`config.mk`:
```
export PLATFORM = sky130hd
export DESIGN_NAME = adc_input_config_control
export DESIGN_NICKNAME = d
export VERILOG_FILES = /design/src/verilog/adc_cfg_pkg.sv /design/src/verilog/adc_input_config_control.sv
export SDC_FILE = /design/constraint.sdc
export NUM_CORES = 1
export LEC_CHECK = 0
export BUFFER_PORTS_ARGS = -buffer_cell sky130_fd_sc_hd__buf_2
export CORE_MARGIN = 5
export CORE_UTILIZATION = 28
export DETAILED_ROUTE_END_ITERATION = 6
export GPL_ROUTABILITY_DRIVEN = 0
export PLACE_DENSITY = 0.48
export SYNTH_ARGS = -nofsm -noshare
export SYNTH_HDL_FRONTEND = slang
export SYNTH_HIERARCHICAL = 1
export SYNTH_SLANG_ARGS = --single-unit
```
`constraint.sdc`:
```
create_clock -name sys_clk -period 3 [get_ports sys_clk]
set_clock_uncertainty 0.1 [all_clocks]
set_input_delay 0.6 -clock sys_clk [delete_from_list [all_inputs] [get_ports sys_clk]]
set_output_delay 0.6 -clock sys_clk [all_outputs]
set_load 0.005 [all_outputs]
```
`src/verilog/adc_cfg_pkg.sv`:
```
`default_nettype none
package adc_cfg_pkg;
  // Register layout and reset value.
  localparam int CFG_WIDTH = 10;
  localparam int BUS_WIDTH = 12;
  localparam logic [9:0] CFG_RESET = 10'h020;
  localparam int REF_SEL_BIT = 0;
  localparam int MODE_BIT = 1;
  localparam int PD_BIT = 2;
  localparam int SEL_LSB = 3;
  localparam int SEL_MSB = 7;
  localparam int CHECK_LSB = 8;
  localparam int CHECK_MSB = 9;
  localparam int REG_SELECT_LSB = 10;
  localparam logic [1:0] SELECT_CFG = 2'h0;
  // Input selection codes on bits 7..3.
  localparam logic [4:0] INPUT_POS = 5'h00;
  localparam logic [4:0] INPUT_NEG = 5'h01;
  localparam logic [4:0] INPUT_DIFF = 5'h04;
  localparam logic [4:0] INPUT_SCAN = 5'h11;
  // Self-check sources on bits 9..8.
  localparam logic [1:0] CHECK_NONE = 2'h0;
  localparam logic [1:0] CHECK_UPPER = 2'h1;
  localparam logic [1:0] CHECK_MID = 2'h2;
  localparam logic [1:0] CHECK_LOWER = 2'h3;
  // Result buffer and one-shot timing.
  localparam int SAMPLE_WIDTH = 12;
  localparam int FIFO_DEPTH = 32;
  localparam int CLK_PERIOD_NS = 40;
  localparam int STEP_TIME_NS = 125;
  localparam int STEP_CYCLES_RAW = (STEP_TIME_NS + CLK_PERIOD_NS - 1) / CLK_PERIOD_NS;
  localparam int STEP_CYCLES = (STEP_CYCLES_RAW < 1) ? 1 : STEP_CYCLES_RAW;
  typedef enum logic [1:0] {
    CONV_IDLE,
    CONV_WAIT,
    CONV_STORE
  } conv_state_type;
endpackage : adc_cfg_pkg
`default_nettype wire

```
`src/verilog/adc_input_config_control.sv`:
```
// Operation
// (RL1) Bit 0 clear picks internal reference, set picks external reference.
// (RL2) Mode bit clear: each sample clock falling edge stores one result.
// (RL3) Mode bit set: sample clock pin becomes a one-shot start input.
// (RL4) One-shot falling edge holds all selected inputs, then converts in sequence.
// (RL5) Block ready goes active once the trigger count of results is stored.
// (RL6) Bit 2 powers down the core; bus and FIFO reads keep working.
// (RL7) Configuration resets to zero except bit 5, which resets to one.
// (RL8) Codes 00000, 00001, 00100 pick positive, negative, differential input.
// (RL9) Code 10001 autoscans both inputs, positive first, alternating.
// (RL10) Host writes only the four defined selection codes.
// (RL11) Bits 9..8 pick normal, upper, midpoint or lower reference conversion.
// (RL12) Write data bits 9..0, bits 11..10 select register, 00 is this one.
// (RL13) Autoscan order stays fixed so blocks start on the first channel.
// (RL14) Register holds until write or reset; changes apply from next conversion.
`timescale 1ns/1ps
`default_nettype none

module result_fifo #(
  parameter int WIDTH = 12,
  parameter int DEPTH = 32
) (
  // Clock, reset and enable.
  input wire logic clk,
  input wire logic resetn,
  input wire logic clk_en,
  // Filling side.
  input wire logic in_valid,
  output logic in_ready,
  input wire logic [WIDTH-1:0] in_data,
  // Draining side.
  output logic out_valid,
  input wire logic out_ready,
  output logic [WIDTH-1:0] out_data,
  output logic [$clog2(DEPTH+1)-1:0] level
);
  localparam int AW = $clog2(DEPTH);
  logic [WIDTH-1:0] mem [DEPTH];
  logic [AW-1:0] wr_ptr_reg;
  logic [AW-1:0] rd_ptr_reg;
  logic [$clog2(DEPTH+1)-1:0] count_reg;
  logic push;
  logic pop;

  // Full and empty follow the stored count, so neither can lie.
  assign in_ready = (count_reg != DEPTH[$clog2(DEPTH+1)-1:0]);
  assign out_valid = (count_reg != '0);
  assign push = in_valid && in_ready && clk_en;
  assign pop = out_valid && out_ready && clk_en;
  assign out_data = mem[rd_ptr_reg];
  assign level = count_reg;

  // Storage array has no reset; only the pointers and the count need a defined value.
  always_ff @(posedge clk) begin
    if (push) begin
      mem[wr_ptr_reg] <= in_data;
    end
  end

  // Pointer and count update.
  always_ff @(posedge clk or negedge resetn) begin
    if (!resetn) begin
      wr_ptr_reg <= '0;
      rd_ptr_reg <= '0;
      count_reg <= '0;
    end else begin
      if (push) begin
        wr_ptr_reg <= (wr_ptr_reg == AW'(DEPTH - 1)) ? '0 : wr_ptr_reg + 1'b1;
      end
      if (pop) begin
        rd_ptr_reg <= (rd_ptr_reg == AW'(DEPTH - 1)) ? '0 : rd_ptr_reg + 1'b1;
      end
      if (push && !pop) begin
        count_reg <= count_reg + 1'b1;
      end else if (pop && !push) begin
        count_reg <= count_reg - 1'b1;
      end
    end
  end
endmodule : result_fifo

module adc_input_config_control #(
  parameter int FIFO_DEPTH = adc_cfg_pkg::FIFO_DEPTH,
  parameter int STEP_CYCLES = adc_cfg_pkg::STEP_CYCLES
) (
  // Clock, reset and enable.
  input wire logic sys_clk,
  input wire logic resetn,
  input wire logic clk_en,
  // Parallel bus; data lines are two-way.
  input wire logic cs_n,
  input wire logic wr_n,
  input wire logic rd_n,
  input wire logic [11:0] data_in,
  output logic [11:0] data_out,
  output logic data_oe_n,
  // Sample clock or one-shot start pin.
  input wire logic sample_clock_pin,
  // Digitised results from the conversion core.
  input wire logic [11:0] positive_code,
  input wire logic [11:0] negative_code,
  input wire logic [11:0] differential_code,
  input wire logic [11:0] upper_code,
  input wire logic [11:0] lower_code,
  // Trigger level from the block-size logic.
  input wire logic [5:0] trigger_level,
  // Core controls and status.
  output logic reference_external,
  output logic core_power_down,
  output logic sample_hold,
  output logic block_ready_output,
  output logic [9:0] config_value
);
  localparam int LW = $clog2(FIFO_DEPTH + 1);
  localparam int TW = $clog2(STEP_CYCLES + 1);

  logic [9:0] cfg_reg;
  logic [9:0] active_reg;
  adc_cfg_pkg::conv_state_type state_reg;
  adc_cfg_pkg::conv_state_type state_next;
  logic [TW-1:0] timer_reg;
  logic chan_reg;
  logic steps_reg;
  logic scan_next_reg;
  logic pin_prev_reg;
  logic wr_prev_reg;
  logic rd_prev_reg;
  logic [11:0] data_out_reg;
  logic [11:0] result_reg;

  logic wr_strobe;
  logic rd_strobe;
  logic cfg_write;
  logic pin_fall;
  logic start;
  logic one_shot;
  logic [4:0] sel;
  logic [1:0] check;
  logic scan;
  logic [12:0] mid_sum;
  logic [11:0] chan_code;
  logic [11:0] store_code;
  logic push_valid;
  logic push_ready;
  logic pop_valid;
  logic [11:0] pop_data;
  logic [LW-1:0] level;
  logic [4:0] cfg_sel;
  logic [1:0] bus_select;

  // Field views of the bus word and of the live register.
  // Taking positions from the package keeps decode and checks in step.
  assign bus_select = data_in[adc_cfg_pkg::REG_SELECT_LSB+1:adc_cfg_pkg::REG_SELECT_LSB];
  assign cfg_sel = cfg_reg[adc_cfg_pkg::SEL_MSB:adc_cfg_pkg::SEL_LSB];

  // Bus strobes are taken once, on the falling edge of the qualified line.
  // Holding a strobe low therefore writes or pops once, not every cycle.
  assign wr_strobe = !cs_n && !wr_n && wr_prev_reg;
  assign rd_strobe = !cs_n && !rd_n && rd_prev_reg;
  assign cfg_write = wr_strobe && (bus_select == adc_cfg_pkg::SELECT_CFG); // RL12

  // Start edge; a powered-down core ignores it while the bus stays alive.
  assign pin_fall = pin_prev_reg && !sample_clock_pin;
  assign start = pin_fall && !cfg_reg[adc_cfg_pkg::PD_BIT]; // RL6

  // Decoding works from the snapshot taken at the start of a conversion.
  assign one_shot = active_reg[adc_cfg_pkg::MODE_BIT];
  assign sel = active_reg[adc_cfg_pkg::SEL_MSB:adc_cfg_pkg::SEL_LSB];
  assign check = active_reg[adc_cfg_pkg::CHECK_MSB:adc_cfg_pkg::CHECK_LSB];
  assign scan = (sel == adc_cfg_pkg::INPUT_SCAN);
  assign mid_sum = {1'b0, upper_code} + {1'b0, lower_code};

  // Channel choice; reserved codes fall back to the positive input.
  assign chan_code = (sel == adc_cfg_pkg::INPUT_NEG) ? negative_code : // RL8
                     (sel == adc_cfg_pkg::INPUT_DIFF) ? differential_code : // RL8
                     (scan && chan_reg) ? negative_code : positive_code; // RL9

  // Self-check sources replace the channel result.
  assign store_code = (check == adc_cfg_pkg::CHECK_UPPER) ? upper_code : // RL11
                      (check == adc_cfg_pkg::CHECK_MID) ? mid_sum[12:1] : // RL11
                      (check == adc_cfg_pkg::CHECK_LOWER) ? lower_code : result_reg; // RL11

  assign push_valid = (state_reg == adc_cfg_pkg::CONV_STORE);

  // Level-type ready: stays active while a full block waits unread.
  assign block_ready_output = (trigger_level != '0) &&
                              ({{(7 - LW){1'b0}}, level} >= {1'b0, trigger_level}); // RL5

  assign reference_external = cfg_reg[adc_cfg_pkg::REF_SEL_BIT]; // RL1
  assign core_power_down = cfg_reg[adc_cfg_pkg::PD_BIT]; // RL6
  assign config_value = cfg_reg;
  assign data_out = data_out_reg;
  assign data_oe_n = !(!cs_n && !rd_n);
  assign sample_hold = (state_reg != adc_cfg_pkg::CONV_IDLE); // RL4

  // Conversion sequencer; a full FIFO stalls it in the store state.
  always_comb begin
    state_next = state_reg;
    case (state_reg)
      adc_cfg_pkg::CONV_IDLE: begin
        if (start) begin
          state_next = adc_cfg_pkg::CONV_WAIT;
        end
      end
      adc_cfg_pkg::CONV_WAIT: begin
        if (timer_reg <= TW'(1)) begin
          state_next = adc_cfg_pkg::CONV_STORE;
        end
      end
      adc_cfg_pkg::CONV_STORE: begin
        if (push_ready) begin
          state_next = steps_reg ? adc_cfg_pkg::CONV_WAIT : adc_cfg_pkg::CONV_IDLE;
        end
      end
      default: begin
        state_next = adc_cfg_pkg::CONV_IDLE;
      end
    endcase
  end

  // Configuration register and bus edge history.
  // A low enable holds the edge history too, so a strobe that comes and goes
  // while frozen is lost rather than delayed; hosts must not rely on it.
  always_ff @(posedge sys_clk or negedge resetn) begin
    if (!resetn) begin
      cfg_reg <= adc_cfg_pkg::CFG_RESET; // RL7
      wr_prev_reg <= 1'b1;
      rd_prev_reg <= 1'b1;
      pin_prev_reg <= 1'b1;
      data_out_reg <= '0;
    end else if (clk_en) begin
      wr_prev_reg <= cs_n || wr_n;
      rd_prev_reg <= cs_n || rd_n;
      pin_prev_reg <= sample_clock_pin;
      if (cfg_write) begin
        cfg_reg <= data_in[adc_cfg_pkg::CFG_WIDTH-1:0]; // RL14
      end
      if (rd_strobe) begin
        data_out_reg <= pop_valid ? pop_data : '0; // RL6
      end
    end
  end

  // Sequencer state. The snapshot means a write mid-sequence only takes
  // effect on the next start, which keeps autoscan pairs aligned.
  always_ff @(posedge sys_clk or negedge resetn) begin
    if (!resetn) begin
      state_reg <= adc_cfg_pkg::CONV_IDLE;
      active_reg <= adc_cfg_pkg::CFG_RESET;
      timer_reg <= '0;
      chan_reg <= 1'b0;
      steps_reg <= 1'b0;
      scan_next_reg <= 1'b0;
      result_reg <= '0;
    end else if (clk_en) begin
      state_reg <= state_next;
      if (cfg_write) begin
        scan_next_reg <= 1'b0; // RL13
      end
      if (state_reg == adc_cfg_pkg::CONV_IDLE && start) begin
        active_reg <= cfg_reg; // RL14
        if (cfg_reg[adc_cfg_pkg::MODE_BIT]) begin
          timer_reg <= TW'(STEP_CYCLES); // RL3
          chan_reg <= 1'b0; // RL4
          steps_reg <= (cfg_sel == adc_cfg_pkg::INPUT_SCAN); // RL4
        end else begin
          timer_reg <= TW'(1); // RL2
          chan_reg <= scan_next_reg && !cfg_write; // RL9
          steps_reg <= 1'b0; // RL2
        end
      end else if (state_reg == adc_cfg_pkg::CONV_WAIT) begin
        timer_reg <= timer_reg - 1'b1;
        result_reg <= chan_code;
      end else if (state_reg == adc_cfg_pkg::CONV_STORE && push_ready) begin
        if (scan && !one_shot && !cfg_write) begin
          scan_next_reg <= !chan_reg; // RL9
        end
        if (steps_reg) begin
          chan_reg <= 1'b1; // RL9
          steps_reg <= 1'b0;
          timer_reg <= TW'(STEP_CYCLES);
        end
      end
    end
  end

  // Result buffer between conversion and bus reads.
  result_fifo #(
    .WIDTH(adc_cfg_pkg::SAMPLE_WIDTH),
    .DEPTH(FIFO_DEPTH)
  ) u_fifo (
    .clk(sys_clk),
    .resetn(resetn),
    .clk_en(clk_en),
    .in_valid(push_valid),
    .in_ready(push_ready),
    .in_data(store_code),
    .out_valid(pop_valid),
    .out_ready(rd_strobe),
    .out_data(pop_data),
    .level(level)
  );
endmodule : adc_input_config_control
`default_nettype wire

```
==> results.md <==
* Outcome: complete, no violations
* Switching Share at 32.11%
* Clock power frac at 25.7%
* Hold slack at 0.03067 ns
* Syn Area/Cell at 16.89 sq um
* Final period utilization at 95.22%
* Pint at 15.13 mW
* CTS sink cnt at 453
* EDFF count, synth at 384
* Global Route Usage Sum at 12.70%
* Detail Route Antenna Nets at 0
* Max Fanout on Critical Path at 4
* Largest net degree at the start of global routing at 59
* Crit Path Category: register to output pin
* Proportion of layout cells with a drive suffix above 1 at 30.50%
* Vias per std cell at 4.778
* Area post-placement at 21590 sq um
* Commonest non-fill, non-tap cell in the layout: edfxtp_1
* Initial core utilization at 28.34%
* F_max at 350.1 MHz
* Critical path launch point type: register
* Crit end category: output pin
* ANT cells at 0
* Fin util at 34.24%
* Crit-path cells: buf_6 > inv_1 > ha_1 > nand2b_4 > a21o_1 > a21oi_2 > nor2b_1 > o21ai_1 > a21oi_1 > buf_2
* Slowest stage delay, CP at 0.38 ns
* Area of the die at 73670 sq um
* Net Sw Power at 7.156 mW
* Net count after synthesis at 1252
* Root buf cell: clkbuf_16
* CTS Buf Count at 47
* First drt pass iteration count at 5
* CP max-delay cell: dfrtp_1
* Worst hold path type: primary input to asynchronous set/reset pin
* Async SR Flop Fraction at 15.23%
* WL/cell at 20.90 um
* Final Net Count at 1468
* 1st-iter DRT viols at 674
* Vias in the first global route at 11300
* Peak VDD IR at 0.5354 mV
* Logic pwr share at 33.9%
* Detailed placement HPWL at 30360 um
* CTS clk-pin slew, worst paths at 0.06 ns
* Initial antenna violation count at 0
* Post-layout min period at 2.857 ns
* FP Rows at 95
* Core Region at 67510 sq um
* Critical Path AT at 2.16 ns
* Ys flop type: edfxtp_1
* Cts hold-fix bufs at 0
* Slew Limit Fails at 0
* Die Span Y at 271.4 um
* Postcts setup bufs at 0
* IO Count at 112
* DRC violations left at 0
* Area Overhead vs Synth at 20.82%
* Power Density at 963.9 nW/um^2
* Synth warn at 6
* Grt total ovfl at 0
* Final setup viols at 0
* Synth Cell Area at 19130 sq um
* H-tree Lvls at 2
* Tightest Pin Transition at 0.8356 ns
* Seq pwr share at 40.4%
* Post-Route WL at 47240 um
* Fill cell count at 6483
* Max reg flops at 384
* First-pass GRT wire length at 71510 um
* Cells after Synth at 1133
* Lkg Pwr at 8.204 nW
* Number of port buffers at 111
* Distinct cell type count after synthesis at 63
* CTS tree: yes
* Max_cap viols at 0
* Die X at 271.4 um
* Max_slew headroom at 44.29%
* Via count at 10800
* Critical path data required time at 2.30 ns
* Commonest non-fill, non-tap cells in the layout: 384 x edfxtp_1, 110 x buf_2, 96 x buf_4, 83 x mux4_2, 72 x nand2_1
* Final Hold Viols at 0
* #FFs+latches synth at 453
* Register area share after synthesis at 69.32%
* Clk_lat worst skew at 0.57 ns
* Clock buffer depth at 3
* Fin area at 23120 sq um
synth_stat cells (all sizes together) (4+ instances only):
library cell	n	share of area (%)
a22o	13	0.60
dfstp	5	0.69
o22ai	12	0.39
buf	31	1.1
a211oi	7	0.27
xnor2	8	0.37
edfxtp	384	60
o221ai	14	0.67
a2111oi	11	0.56
nor3b	4	0.16
o21ai	58	1.5
nor3	5	0.13
and3	4	0.13
mux4	83	9.8
mux2	21	1.2
a21o	4	0.16
mux2i	63	3.3
inv	26	0.51
clkbuf	28	0.55
nor2b	9	0.29
a22oi	12	0.47
nand3	11	0.29
a21oi	45	1.2
ha	32	2.1
and2	5	0.16
nand2	75	1.5
dfrtp	64	8.4
nand2b	5	0.16
or3	4	0.13
xor2	5	0.23
nor2	52	1.0
what timing repair did:
item / in CTS / in global routing
gates resized for setup: 1 / 4
setup endpoints to repair: 1 / 2
pin swaps: 0 / 4
per-layer routing:
metal  wire length [um]  track usage [%]
met1              21690            17.98
met2              22050            20.27
met3               2579            2.526
met4                919            3.058
met5                  0                0
path summary, 6_finish.rpt:
kind | startpoint | to | slack [ns] | depth (start not counted)
worst max-delay path | u_fifo/level[0] | block_ready_output | 0.14 | 10
worst min-delay path | resetn | u_fifo/level[2] | 0.03 | 1
worst max register to register | u_fifo/rd_ptr_reg[0] | data_out[11] | 0.16 | 8
worst min register to register | data_out[2] | data_out[2] | 0.38 | 2
max in group asynchronous | resetn | result_reg[9] | 2.06 | 2
min in group sys_clk | data_in[5] | config_value[5] | 0.16 | 2
power groups by stage:
| stage | Clock (mW) | Sequential [mW] | Combinational, mW |
|---|---|---|---|
| after floorplan | 0 | 8.90 | 4.28 |
| after global placement | 0 | 9.12 | 7.56 |
| after detailed placement | 0 | 9.14 | 7.72 |
| after CTS | 5.90 | 9.01 | 7.73 |
| after global routing | 6.17 | 9.06 | 8.24 |
| final | 5.72 | 9.00 | 7.57 |
through the flow:
stage	TNS, ns	power (mW)	instances	worst slack [ns]
after floorplan	0	13.18	1133	0.02366
after global placement	-29.60	16.68	2173	-0.2498
after detailed placement	-37.27	16.86	2173	-0.3003
after CTS	0	22.64	2260	0.02847
after global routing	-0.009675	23.48	2260	-0.009675
final	0	22.28	2260	0.1435
cells by family after synthesis:
logic type	share of synthesized area, %
DFF	69.32
xor gates and xnor gates	0.5950
adders and majority gates	2.302
buffers and inverters	2.171
AOI/OAI and AO/OA	6.768
muxes	14.30
and+or+nand+nor	4.545
layout make-up:
type / instances / area [sq um] / area share, %
inverter: 26 / 97.59 / 0.4221
clock inverter: 25 / 212.7 / 0.9201
timing repair buffer: 226 / 1663 / 7.193
tap: 873 / 1092 / 4.725
sequential: 453 / 13270 / 57.40
multi-input combinational: 595 / 5479 / 23.70
clock buffer: 62 / 1305 / 5.645
worst max-delay path, delay by kind of cell (launching register included):
family,cells,cell delay [ns]
AND/OR/NAND/NOR,2,0.19
adder cells (fa/ha/maj),1,0.21
AO/OA/AOI/OAI,4,0.49
flip-flops,1,0.38
buffers and inverters,3,0.31
Note: power is estimated with default switching activity, not from simulation.
